$ cat config.mk
export PLATFORM = sky130hd
export DESIGN_NAME = lvm_map
export DESIGN_NICKNAME = d
export VERILOG_FILES = /design/src/design/lvm_pkg.sv /design/src/design/lvm_map.sv
export SDC_FILE = /design/constraint.sdc
export NUM_CORES = 1
export LEC_CHECK = 0
export BUFFER_PORTS_ARGS = -buffer_cell sky130_fd_sc_hd__buf_2
export CAP_MARGIN = 0
export CORE_MARGIN = 2
export CORE_UTILIZATION = 55
export DETAILED_ROUTE_END_ITERATION = 16
export HOLD_SLACK_MARGIN = 0.1
export PLACE_DENSITY = 0.82
export SYNTH_ARGS = -nofsm -noshare
export SYNTH_HDL_FRONTEND = slang
export SYNTH_SLANG_ARGS = --single-unit
$ cat constraint.sdc
create_clock -name clock -period 4 [get_ports clock]
set_input_delay 0.4 -clock clock [delete_from_list [all_inputs] [get_ports clock]]
set_output_delay 0.4 -clock clock [all_outputs]
set_load 0.01 [all_outputs]
$ cat src/design/lvm_pkg.sv
// package for the local-to-vme map attribute block: offsets, fields, resets, modifier codes
package lvm_pkg;
  // register word offsets (byte addresses)
  localparam logic [7:0] LVM_OFS_START1 = 8'h14;
  localparam logic [7:0] LVM_OFS_START2 = 8'h18;
  localparam logic [7:0] LVM_OFS_START3 = 8'h1C;
  localparam logic [7:0] LVM_OFS_START4 = 8'h20;
  localparam logic [7:0] LVM_OFS_XLAT4 = 8'h24;
  localparam logic [7:0] LVM_OFS_ATTR = 8'h28;
  localparam logic [7:0] LVM_OFS_CTRL = 8'h2C;
  // attribute byte layout
  localparam int LVM_ATTR_NARROW = 7;
  localparam int LVM_ATTR_POST = 6;
  // control word field positions
  localparam int LVM_GRP_LSB = 24;
  localparam int LVM_BRD_LSB = 20;
  localparam int LVM_EN_LSB = 16;
  localparam int LVM_IO_LSB = 8;
  localparam int LVM_SS_PRIV = 8;
  localparam int LVM_SS_POST = 9;
  localparam int LVM_SS_NARROW = 10;
  localparam int LVM_SS_ON = 11;
  localparam int LVM_FP_PD = 12;
  localparam int LVM_FP_PRIV = 13;
  localparam int LVM_FP_POST = 14;
  localparam int LVM_FP_ON = 15;
  // reset values
  localparam logic [31:0] LVM_ATTR_RST = 32'h0000_0000;
  localparam logic [7:0] LVM_GRP_RST = 8'h00;
  localparam logic [3:0] LVM_BRD_RST = 4'hF;
  localparam logic [3:0] LVM_BRD_OFF = 4'hF;
  localparam logic [3:0] LVM_EN_RST = 4'h0;
  localparam logic [7:0] LVM_IO_RST = 8'h00;
  localparam logic [31:0] LVM_MAP_RST = 32'h0000_0000;
  // fixed windows
  localparam logic [15:0] LVM_SS_PAGE = 16'hFFFF;
  localparam logic [3:0] LVM_FP_NIB = 4'hF;
  localparam logic [7:0] LVM_FP_A24 = 8'hF0;
  localparam logic [7:0] LVM_FP_TOP = 8'hFF;
  localparam logic [3:0] LVM_LM_NIB = 4'hF;
  // standard modifier codes
  localparam logic [5:0] LVM_AM_A16_SUP = 6'h2D;
  localparam logic [5:0] LVM_AM_A16_USR = 6'h29;
  localparam logic [5:0] LVM_AM_A24_SP = 6'h3E;
  localparam logic [5:0] LVM_AM_A24_SD = 6'h3D;
  localparam logic [5:0] LVM_AM_A24_UP = 6'h3A;
  localparam logic [5:0] LVM_AM_A24_UD = 6'h39;
  localparam logic [5:0] LVM_AM_A32_SP = 6'h0E;
  localparam logic [5:0] LVM_AM_A32_SD = 6'h0D;
  localparam logic [5:0] LVM_AM_A32_UP = 6'h0A;
  localparam logic [5:0] LVM_AM_A32_UD = 6'h09;

  // local request toward the map
  typedef struct packed {
    logic valid;
    logic write;
    logic [31:0] addr;
  } lvm_req_t;

  // decision for the vme master
  typedef struct packed {
    logic go;
    logic [5:0] modifier_code_field;
    logic narrow;
    logic posted;
    logic [31:0] vme_addr;
    logic conflict;
  } lvm_cyc_t;

  // slave-side csr decode toward the vme slave logic
  typedef struct packed {
    logic csr_hit;
    logic [3:0] lm_hit;
  } lvm_slv_t;
endpackage

$ cat src/design/lvm_map.sv
// local-to-vme map decoders with their attribute, enable and i/o-map control registers
//
// Decided for this implementation: the address-and-strobe port.
`timescale 1ns/10ps
`default_nettype none
module lvm_map (
  // clock and reset
  input wire logic clock,
  input wire logic rst_b,
  // register port
  input wire logic [7:0] reg_addr,
  input wire logic [31:0] reg_wdata,
  input wire logic reg_wr,
  input wire logic reg_rd,
  output logic [31:0] reg_rdata,
  // local access in, vme cycle out
  input wire lvm_pkg::lvm_req_t local_req,
  output lvm_pkg::lvm_cyc_t vme_cyc,
  // vme slave side address and ownership
  input wire logic [15:0] vme_slv_addr,
  input wire logic vme_slv_short,
  input wire logic vme_owned,
  output lvm_pkg::lvm_slv_t slv_dec,
  output logic ctrl_change_unowned
);
  import lvm_pkg::*;

  logic [31:0] start_end_ff [4];
  logic [31:0] nxt_start_end [4];
  logic [31:0] xlat_ff, nxt_xlat;
  logic [31:0] attr_ff, nxt_attr;
  logic [7:0] grp_ff, nxt_grp;
  logic [3:0] brd_ff, nxt_brd;
  logic [3:0] en_ff, nxt_en;
  logic [7:0] io_ff, nxt_io;
  logic [31:0] rdata_ff, nxt_rdata;
  lvm_cyc_t cyc_ff, nxt_cyc;
  lvm_slv_t slv_ff, nxt_slv;
  logic warn_ff, nxt_warn;

  // one segment hit: upper halfword between start (low half) and end (high half)
  function automatic logic seg_hit(input logic [31:0] se, input logic [31:0] a);
    seg_hit = (a[31:16] >= se[15:0]) && (a[31:16] <= se[31:16]);
  endfunction

  // attribute byte of decoder n, decoder four in bits 31..24
  function automatic logic [7:0] attr_byte(input logic [31:0] w, input int n);
    attr_byte = w[8*n +: 8];
  endfunction

  // modifier code from space, privilege and program flags
  function automatic logic [5:0] am_pick(input logic a24, input logic sup, input logic prg);
    logic [5:0] r;
    r = a24 ? (sup ? (prg ? LVM_AM_A24_SP : LVM_AM_A24_SD)
                   : (prg ? LVM_AM_A24_UP : LVM_AM_A24_UD))
            : (sup ? (prg ? LVM_AM_A32_SP : LVM_AM_A32_SD)
                   : (prg ? LVM_AM_A32_UP : LVM_AM_A32_UD));
    am_pick = r;
  endfunction

  // register decode
  wire wr_ctrl = reg_wr && (reg_addr == LVM_OFS_CTRL);
  wire wr_attr = reg_wr && (reg_addr == LVM_OFS_ATTR);
  wire wr_xlat = reg_wr && (reg_addr == LVM_OFS_XLAT4);
  wire [3:0] wr_se;
  assign wr_se[0] = reg_wr && (reg_addr == LVM_OFS_START1);
  assign wr_se[1] = reg_wr && (reg_addr == LVM_OFS_START2);
  assign wr_se[2] = reg_wr && (reg_addr == LVM_OFS_START3);
  assign wr_se[3] = reg_wr && (reg_addr == LVM_OFS_START4);
  wire [31:0] ctrl_word = {grp_ff, brd_ff, en_ff, io_ff, 8'h00};

  // writes store the value, reads return it the next cycle
  always_comb begin
    for (int i = 0; i < 4; i++) begin
      nxt_start_end[i] = wr_se[i] ? reg_wdata : start_end_ff[i];
    end
    nxt_xlat = wr_xlat ? reg_wdata : xlat_ff;
    nxt_attr = wr_attr ? reg_wdata : attr_ff;
    nxt_grp = wr_ctrl ? reg_wdata[LVM_GRP_LSB +: 8] : grp_ff;
    nxt_brd = wr_ctrl ? reg_wdata[LVM_BRD_LSB +: 4] : brd_ff;
    nxt_en = wr_ctrl ? reg_wdata[LVM_EN_LSB +: 4] : en_ff;
    nxt_io = wr_ctrl ? reg_wdata[LVM_IO_LSB +: 8] : io_ff;
    case (reg_addr)
      LVM_OFS_START1: nxt_rdata = start_end_ff[0];
      LVM_OFS_START2: nxt_rdata = start_end_ff[1];
      LVM_OFS_START3: nxt_rdata = start_end_ff[2];
      LVM_OFS_START4: nxt_rdata = start_end_ff[3];
      LVM_OFS_XLAT4: nxt_rdata = xlat_ff;
      LVM_OFS_ATTR: nxt_rdata = attr_ff;
      LVM_OFS_CTRL: nxt_rdata = ctrl_word;
      default: nxt_rdata = 32'h0000_0000; // unmapped reads zero
    endcase
    if (!reg_rd) begin
      nxt_rdata = 32'h0000_0000;
    end
  end

  // warning flag: software moved group/board of a live decoder without owning the bus
  wire csr_live = (brd_ff != LVM_BRD_OFF);
  wire csr_move = wr_ctrl && ((reg_wdata[LVM_GRP_LSB +: 8] != grp_ff)
                  || (reg_wdata[LVM_BRD_LSB +: 4] != brd_ff));
  assign nxt_warn = csr_live && csr_move && !vme_owned;

  // programmable decoder claims, gated by enables
  wire [31:0] la = local_req.addr;
  wire [3:0] prog_hit;
  assign prog_hit[0] = en_ff[0] && seg_hit(start_end_ff[0], la);
  assign prog_hit[1] = en_ff[1] && seg_hit(start_end_ff[1], la);
  assign prog_hit[2] = en_ff[2] && seg_hit(start_end_ff[2], la);
  assign prog_hit[3] = en_ff[3] && seg_hit(start_end_ff[3], la);

  // fixed windows
  wire ss_hit = io_ff[LVM_SS_ON - LVM_IO_LSB] && (la[31:16] == LVM_SS_PAGE);
  // only the upper half of page FF is left out; its lower half still belongs to the f-page
  wire fp_range = (la[31:28] == LVM_FP_NIB) && (la[31:23] != {LVM_FP_TOP, 1'b1});
  wire fp_hit = io_ff[LVM_FP_ON - LVM_IO_LSB] && fp_range;
  wire fp_a24 = (la[31:24] == LVM_FP_A24);

  // exactly-one claim check
  wire [5:0] all_hit = {fp_hit, ss_hit, prog_hit};
  wire one_hit = (all_hit != 6'h00) && ((all_hit & (all_hit - 6'h01)) == 6'h00);
  wire many_hit = (all_hit != 6'h00) && !one_hit;

  // decoder four translation: select bits take the translation address
  wire [15:0] x_sel = xlat_ff[15:0];
  wire [15:0] x_adr = xlat_ff[31:16];
  wire [31:0] xl_addr = {(x_adr & x_sel) | (la[31:16] & ~x_sel), la[15:0]};

  // attribute selection for the one claiming decoder
  wire ss_sup = io_ff[LVM_SS_PRIV - LVM_IO_LSB];
  wire fp_sup = io_ff[LVM_FP_PRIV - LVM_IO_LSB];
  wire fp_prg = io_ff[LVM_FP_PD - LVM_IO_LSB];
  always_comb begin
    logic [7:0] ab;
    ab = 8'h00;
    nxt_cyc = '0;
    nxt_cyc.conflict = local_req.valid && many_hit;
    nxt_cyc.vme_addr = la;
    if (local_req.valid && one_hit) begin
      nxt_cyc.go = 1'b1;
      if (ss_hit) begin
        nxt_cyc.modifier_code_field = ss_sup ? LVM_AM_A16_SUP : LVM_AM_A16_USR;
        nxt_cyc.narrow = io_ff[LVM_SS_NARROW - LVM_IO_LSB];
        nxt_cyc.posted = local_req.write && io_ff[LVM_SS_POST - LVM_IO_LSB];
        nxt_cyc.vme_addr = {16'h0000, la[15:0]};
      end else if (fp_hit) begin
        nxt_cyc.modifier_code_field = am_pick(fp_a24, fp_sup, fp_prg);
        nxt_cyc.narrow = 1'b1;
        nxt_cyc.posted = local_req.write && io_ff[LVM_FP_POST - LVM_IO_LSB];
        nxt_cyc.vme_addr = fp_a24 ? {8'h00, la[23:0]} : la;
      end else begin
        for (int i = 0; i < 4; i++) begin
          if (prog_hit[i]) begin
            ab = attr_byte(attr_ff, i);
          end
        end
        nxt_cyc.modifier_code_field = ab[5:0];
        nxt_cyc.narrow = ab[LVM_ATTR_NARROW];
        nxt_cyc.posted = local_req.write && ab[LVM_ATTR_POST];
        if (prog_hit[3]) begin
          nxt_cyc.vme_addr = xl_addr;
        end
      end
    end
  end

  // vme slave side: status block and location monitor decode
  wire grp_match = (vme_slv_addr[15:8] == grp_ff);
  wire lm_zone = vme_slv_short && grp_match && (vme_slv_addr[7:4] == LVM_LM_NIB);
  always_comb begin
    nxt_slv = '0;
    // board nibble compare; all-ones board leaves the decoder off
    nxt_slv.csr_hit = vme_slv_short && grp_match && csr_live
                      && (vme_slv_addr[7:4] == brd_ff);
    // odd low nibbles 1,3,5,7 select monitors zero..three
    if (lm_zone && vme_slv_addr[0] && !vme_slv_addr[3]) begin
      nxt_slv.lm_hit[vme_slv_addr[2:1]] = 1'b1;
    end
  end

  // state registers; reset values per field
  always_ff @(posedge clock) begin
    if (!rst_b) begin
      for (int i = 0; i < 4; i++) begin
        start_end_ff[i] <= LVM_MAP_RST;
      end
      xlat_ff <= LVM_MAP_RST;
      attr_ff <= LVM_ATTR_RST;
      grp_ff <= LVM_GRP_RST;
      brd_ff <= LVM_BRD_RST;
      en_ff <= LVM_EN_RST;
      io_ff <= LVM_IO_RST;
      rdata_ff <= 32'h0000_0000;
      cyc_ff <= '0;
      slv_ff <= '0;
      warn_ff <= 1'b0;
    end else begin
      start_end_ff <= nxt_start_end;
      xlat_ff <= nxt_xlat;
      attr_ff <= nxt_attr;
      grp_ff <= nxt_grp;
      brd_ff <= nxt_brd;
      en_ff <= nxt_en;
      io_ff <= nxt_io;
      rdata_ff <= nxt_rdata;
      cyc_ff <= nxt_cyc;
      slv_ff <= nxt_slv;
      warn_ff <= nxt_warn;
    end
  end

  // outputs all come from flip-flops
  assign reg_rdata = rdata_ff;
  assign vme_cyc = cyc_ff;
  assign slv_dec = slv_ff;
  assign ctrl_change_unowned = warn_ff;
endmodule
`default_nettype wire

==> impl_metrics.csv <==
group,metric,value,unit
sta,period_share,102.0,%
layout,syn2layout_area_growth,17.23,%
synth,syn_nets,2225,
global_route,overflow,0,
layout,fin_cells,2573,
route,wire_per_inst,24.25,um
sta,maxSlewHeadroom,15.88,%
setup_path,r2r-end,"vme_cyc[39]",
global_route,grt_max_degree,136,
clocking,cts_tree,"yes",
route,ant_nets,0,
synth,synth.most_common_cell,"nand2_1",
placed_design,dp.cells,2499,
pwr,p_leak,6.844,nW
clocking,path_clk_slew,0.06,ns
clocking,cts_sinks,296,
pwr,power_frac_seq,46.0,%
synth,yosys-top-cells-area,"dfxtp_1 37%, nand2_1 12%, ha_1 10%, a21boi_0 9.3%, inv_1 3.0%",
synth,synth_ff_type,"dfxtp_1",
synth,synthesis.area,0.01593,sq mm
pwr,p_sw,1.542,mW
setup_path,crit_fanout,17,
route,post-route-drc-count,0,
floorplanning,placementRows,62,
synth,synth_edf_count,0,
synth,synth_seq_cells,296,
setup_path,worst_ep_required_time,4.40,ns
layout,n_fill_cell,2385,
pwr,swShare,23.80,%
setup_path,reg2regPathDepth,12,
sta,skew,0.01448,ns
sta,timing.fmax,245.1,MHz
floorplanning,start_util,55.66,%
setup_path,critical_path_class,"flip-flop to flip-flop",
sta,maxSlewViolCount,0,
global_route,grt_antenna_before_repair,0,
clocking,clockBufferDepth,3,
layout,nets,2391,
synth,yosysWarnings,0,
placed_design,portBuffers,175,
pwr,ir_drop,0.2971,mV
route,routed_wl,62400,um
route,drtIter0Drc,2337,
floorplanning,die_h,174.2,um
sta,hold_ws,0.1435,ns
hold_path,hold_path.startpoint,"vme_slv_short",
synth,yosysTopAreaCell,"dfxtp_1",
synth,synth_cell_types,72,
floorplanning,die_w,174.2,um
route,drt_first_pass_iters,8,
setup_path,arrival,4.48,ns
sta,rsz0062_at_grt,"false",
sta,setup_violations,1,
sta,setup_ws,-0.07951,ns
sta,worstMarginPinSlew,1.246,ns
status,status,"finished, violations left",
global_route,grt_pass1_wl,93650,um
sta,hold_violations,0,
sta,tns,-0.07951,ns
placed_design,hpwl,45420,um
synth,synth_area_per_cell,7.962,sq um
hold_path,hold_path_depth,3,
setup_path,critPathCaptureType,"flip-flop",
setup_path,start_kind,"flip-flop",
global_route,grt_util_all_layers,40.26,%
flow_run,max_cap_violations,0,
synth,netlist_instances,2001,
sta,finalCriticalPeriod,4.080,ns
synth,yosysSeqAreaShare,37.19,%
hold_path,min-delay-path-class,"input port to flip-flop",
hold_path,hold_end,"slv_dec[4]",
placed_design,place.gp.congestion,1.055,
global_route,grt_pass1_vias,15670,
pwr,p_int,4.937,mW
pwr,clkPwrFrac,45.5,%
pwr,power.density,346.9,mW/mm^2
clocking,clock_latency,0.56,ns
layout,drive_gt1_share,14.85,%
synth,synth_common_cells,"529 x nand2_1, 296 x dfxtp_1, 198 x a21boi_0, 129 x inv_1, 128 x ha_1",
clocking,cts.repair.resized,0,
synth,async_flop_share,0,%
floorplanning,dieArea,0.03035,sq mm
floorplanning,core,0.02863,sq mm
clocking,cts-root-buf,"clkbuf_16",
setup_path,r2r_setup_slack,-0.08,ns
route,via_per_inst,6.316,
floorplanning,ios,176,
status,violations,"negative setup slack",
clocking,cts_buffers,31,
synth,synth_top_area_share,37.19,%
setup_path,r2r-start,"start_end_ff[65]",
clocking,htreeDepth,1,
route,route.vias.total,16250,
pwr,combPwrFrac,8.5,%
[kinds of logic after synthesis]
kind of cell | share of synthesized area [%]
fa+ha+maj | 10.11
mux | 0.8403
compound gates | 24.67
flops | 37.19
simple gates | 19.12
xor+xnor | 1.429
buf+inv | 6.628
[layout by cell type (no fill, tap or decap), types with 19 or more instances in the layout]
| cell | instances |
|---|---|
| nor2_1 | 36 |
| ha_1 | 128 |
| a22oi_1 | 42 |
| nand2_1 | 529 |
| a31oi_1 | 19 |
| clkbuf_16 | 31 |
| a21boi_0 | 198 |
| dfxtp_1 | 296 |
| and2_1 | 24 |
| o21ai_0 | 64 |
| buf_2 | 174 |
| inv_1 | 129 |
| a21oi_1 | 88 |
| dlygate4sd3_1 | 19 |
| nand4_1 | 23 |
| a22o_1 | 22 |
| buf_4 | 75 |
| nand3_1 | 22 |
[per-layer routing]
metal | track usage [%] | up-vias | share of wire [%]
li1 | - | 7231 | -
met2 | 62.78 | 1211 | 44
met1 | 52.36 | 7528 | 38
met4 | 20.76 | 0 | 6.1
met3 | 8.858 | 280 | 13
met5 | 0 | - | 0
[stage by stage]
step,setup slack (ns),utilization [%],total power [mW],instance area [sq um]
after floorplan,0.9982,-,3.292,15930
after global placement,-0.1660,60.98,3.537,17450
after detailed placement,-0.1157,60.98,3.550,17450
after CTS,0.2025,65.22,6.460,18670
after global routing,0.008546,65.24,6.640,18680
final,-0.07951,65.25,6.480,18680
[state kept, by name, summed over array words and instances, names as in the netlist]
name / flops
start_end_ff: 128
brd_ff: 4
reg_rdata: 32
io_ff: 8
ctrl_change_unowned: 1
vme_cyc: 42
xlat_ff: 32
en_ff: 4
slv_dec: 5
attr_ff: 32
grp_ff: 8
[final cells by class]
| class | instances | area, sq um | area share (%) |
|---|---|---|---|
| Clock buffer | 43 | 870.8 | 4.662 |
| Inverter | 129 | 484.2 | 2.592 |
| Timing Repair Buffer | 275 | 1755 | 9.398 |
| Multi-Input combinational cell | 1434 | 9004 | 48.20 |
| Antenna cell | 1 | 2.502 | 0.01340 |
| Tap cell | 384 | 480.5 | 2.572 |
| Clock inverter | 11 | 155.1 | 0.8307 |
| Sequential cell | 296 | 5926 | 31.73 |
[worst max-delay path: stages, from the launching register on]
cell	delay [ns]
dfxtp_1	0.32
inv_1	0.06
ha_1	0.26
o21ai_0	0.15
a21oi_1	0.08
o41ai_1	1.00
a21oi_1	0.13
o31a_1	0.43
buf_4	0.24
nor2b_1	0.16
a221oi_1	0.09
or4_1	0.53
a211oi_1	0.46
[worst max-delay path by stage]
stage | slack [ns] | end | from
6_report | -0.08 | vme_cyc[39] | start_end_ff[65]
5_1_grt | 0.009 | vme_cyc[39] | start_end_ff[65]
4_1_cts | 0.20 | vme_cyc[17] | start_end_ff[123]
3_5_place_dp | -0.12 | vme_cyc[39] | local_req[16]
3_3_place_gp | -0.17 | vme_cyc[39] | local_req[16]
2_1_floorplan | 1.0 | vme_cyc[30] | local_req[23]
[repair_timing]
item                       in CTS  in global routing
buffers inserted                0                  0
hold endpoints to repair       20                  0
setup endpoints to repair       0                  0
hold buffers                   19                  0
[power by group through the flow]
stage | logic [mW] | clock network, mW | registers (mW)
floorplan | 0.244 | 0 | 3.05
global placement | 0.493 | 0 | 3.04
detailed placement | 0.507 | 0 | 3.04
CTS | 0.526 | 2.96 | 2.98
global route | 0.577 | 3.08 | 2.98
finish | 0.549 | 2.95 | 2.98
No activity file was read; power rests on OpenSTA's default activity.
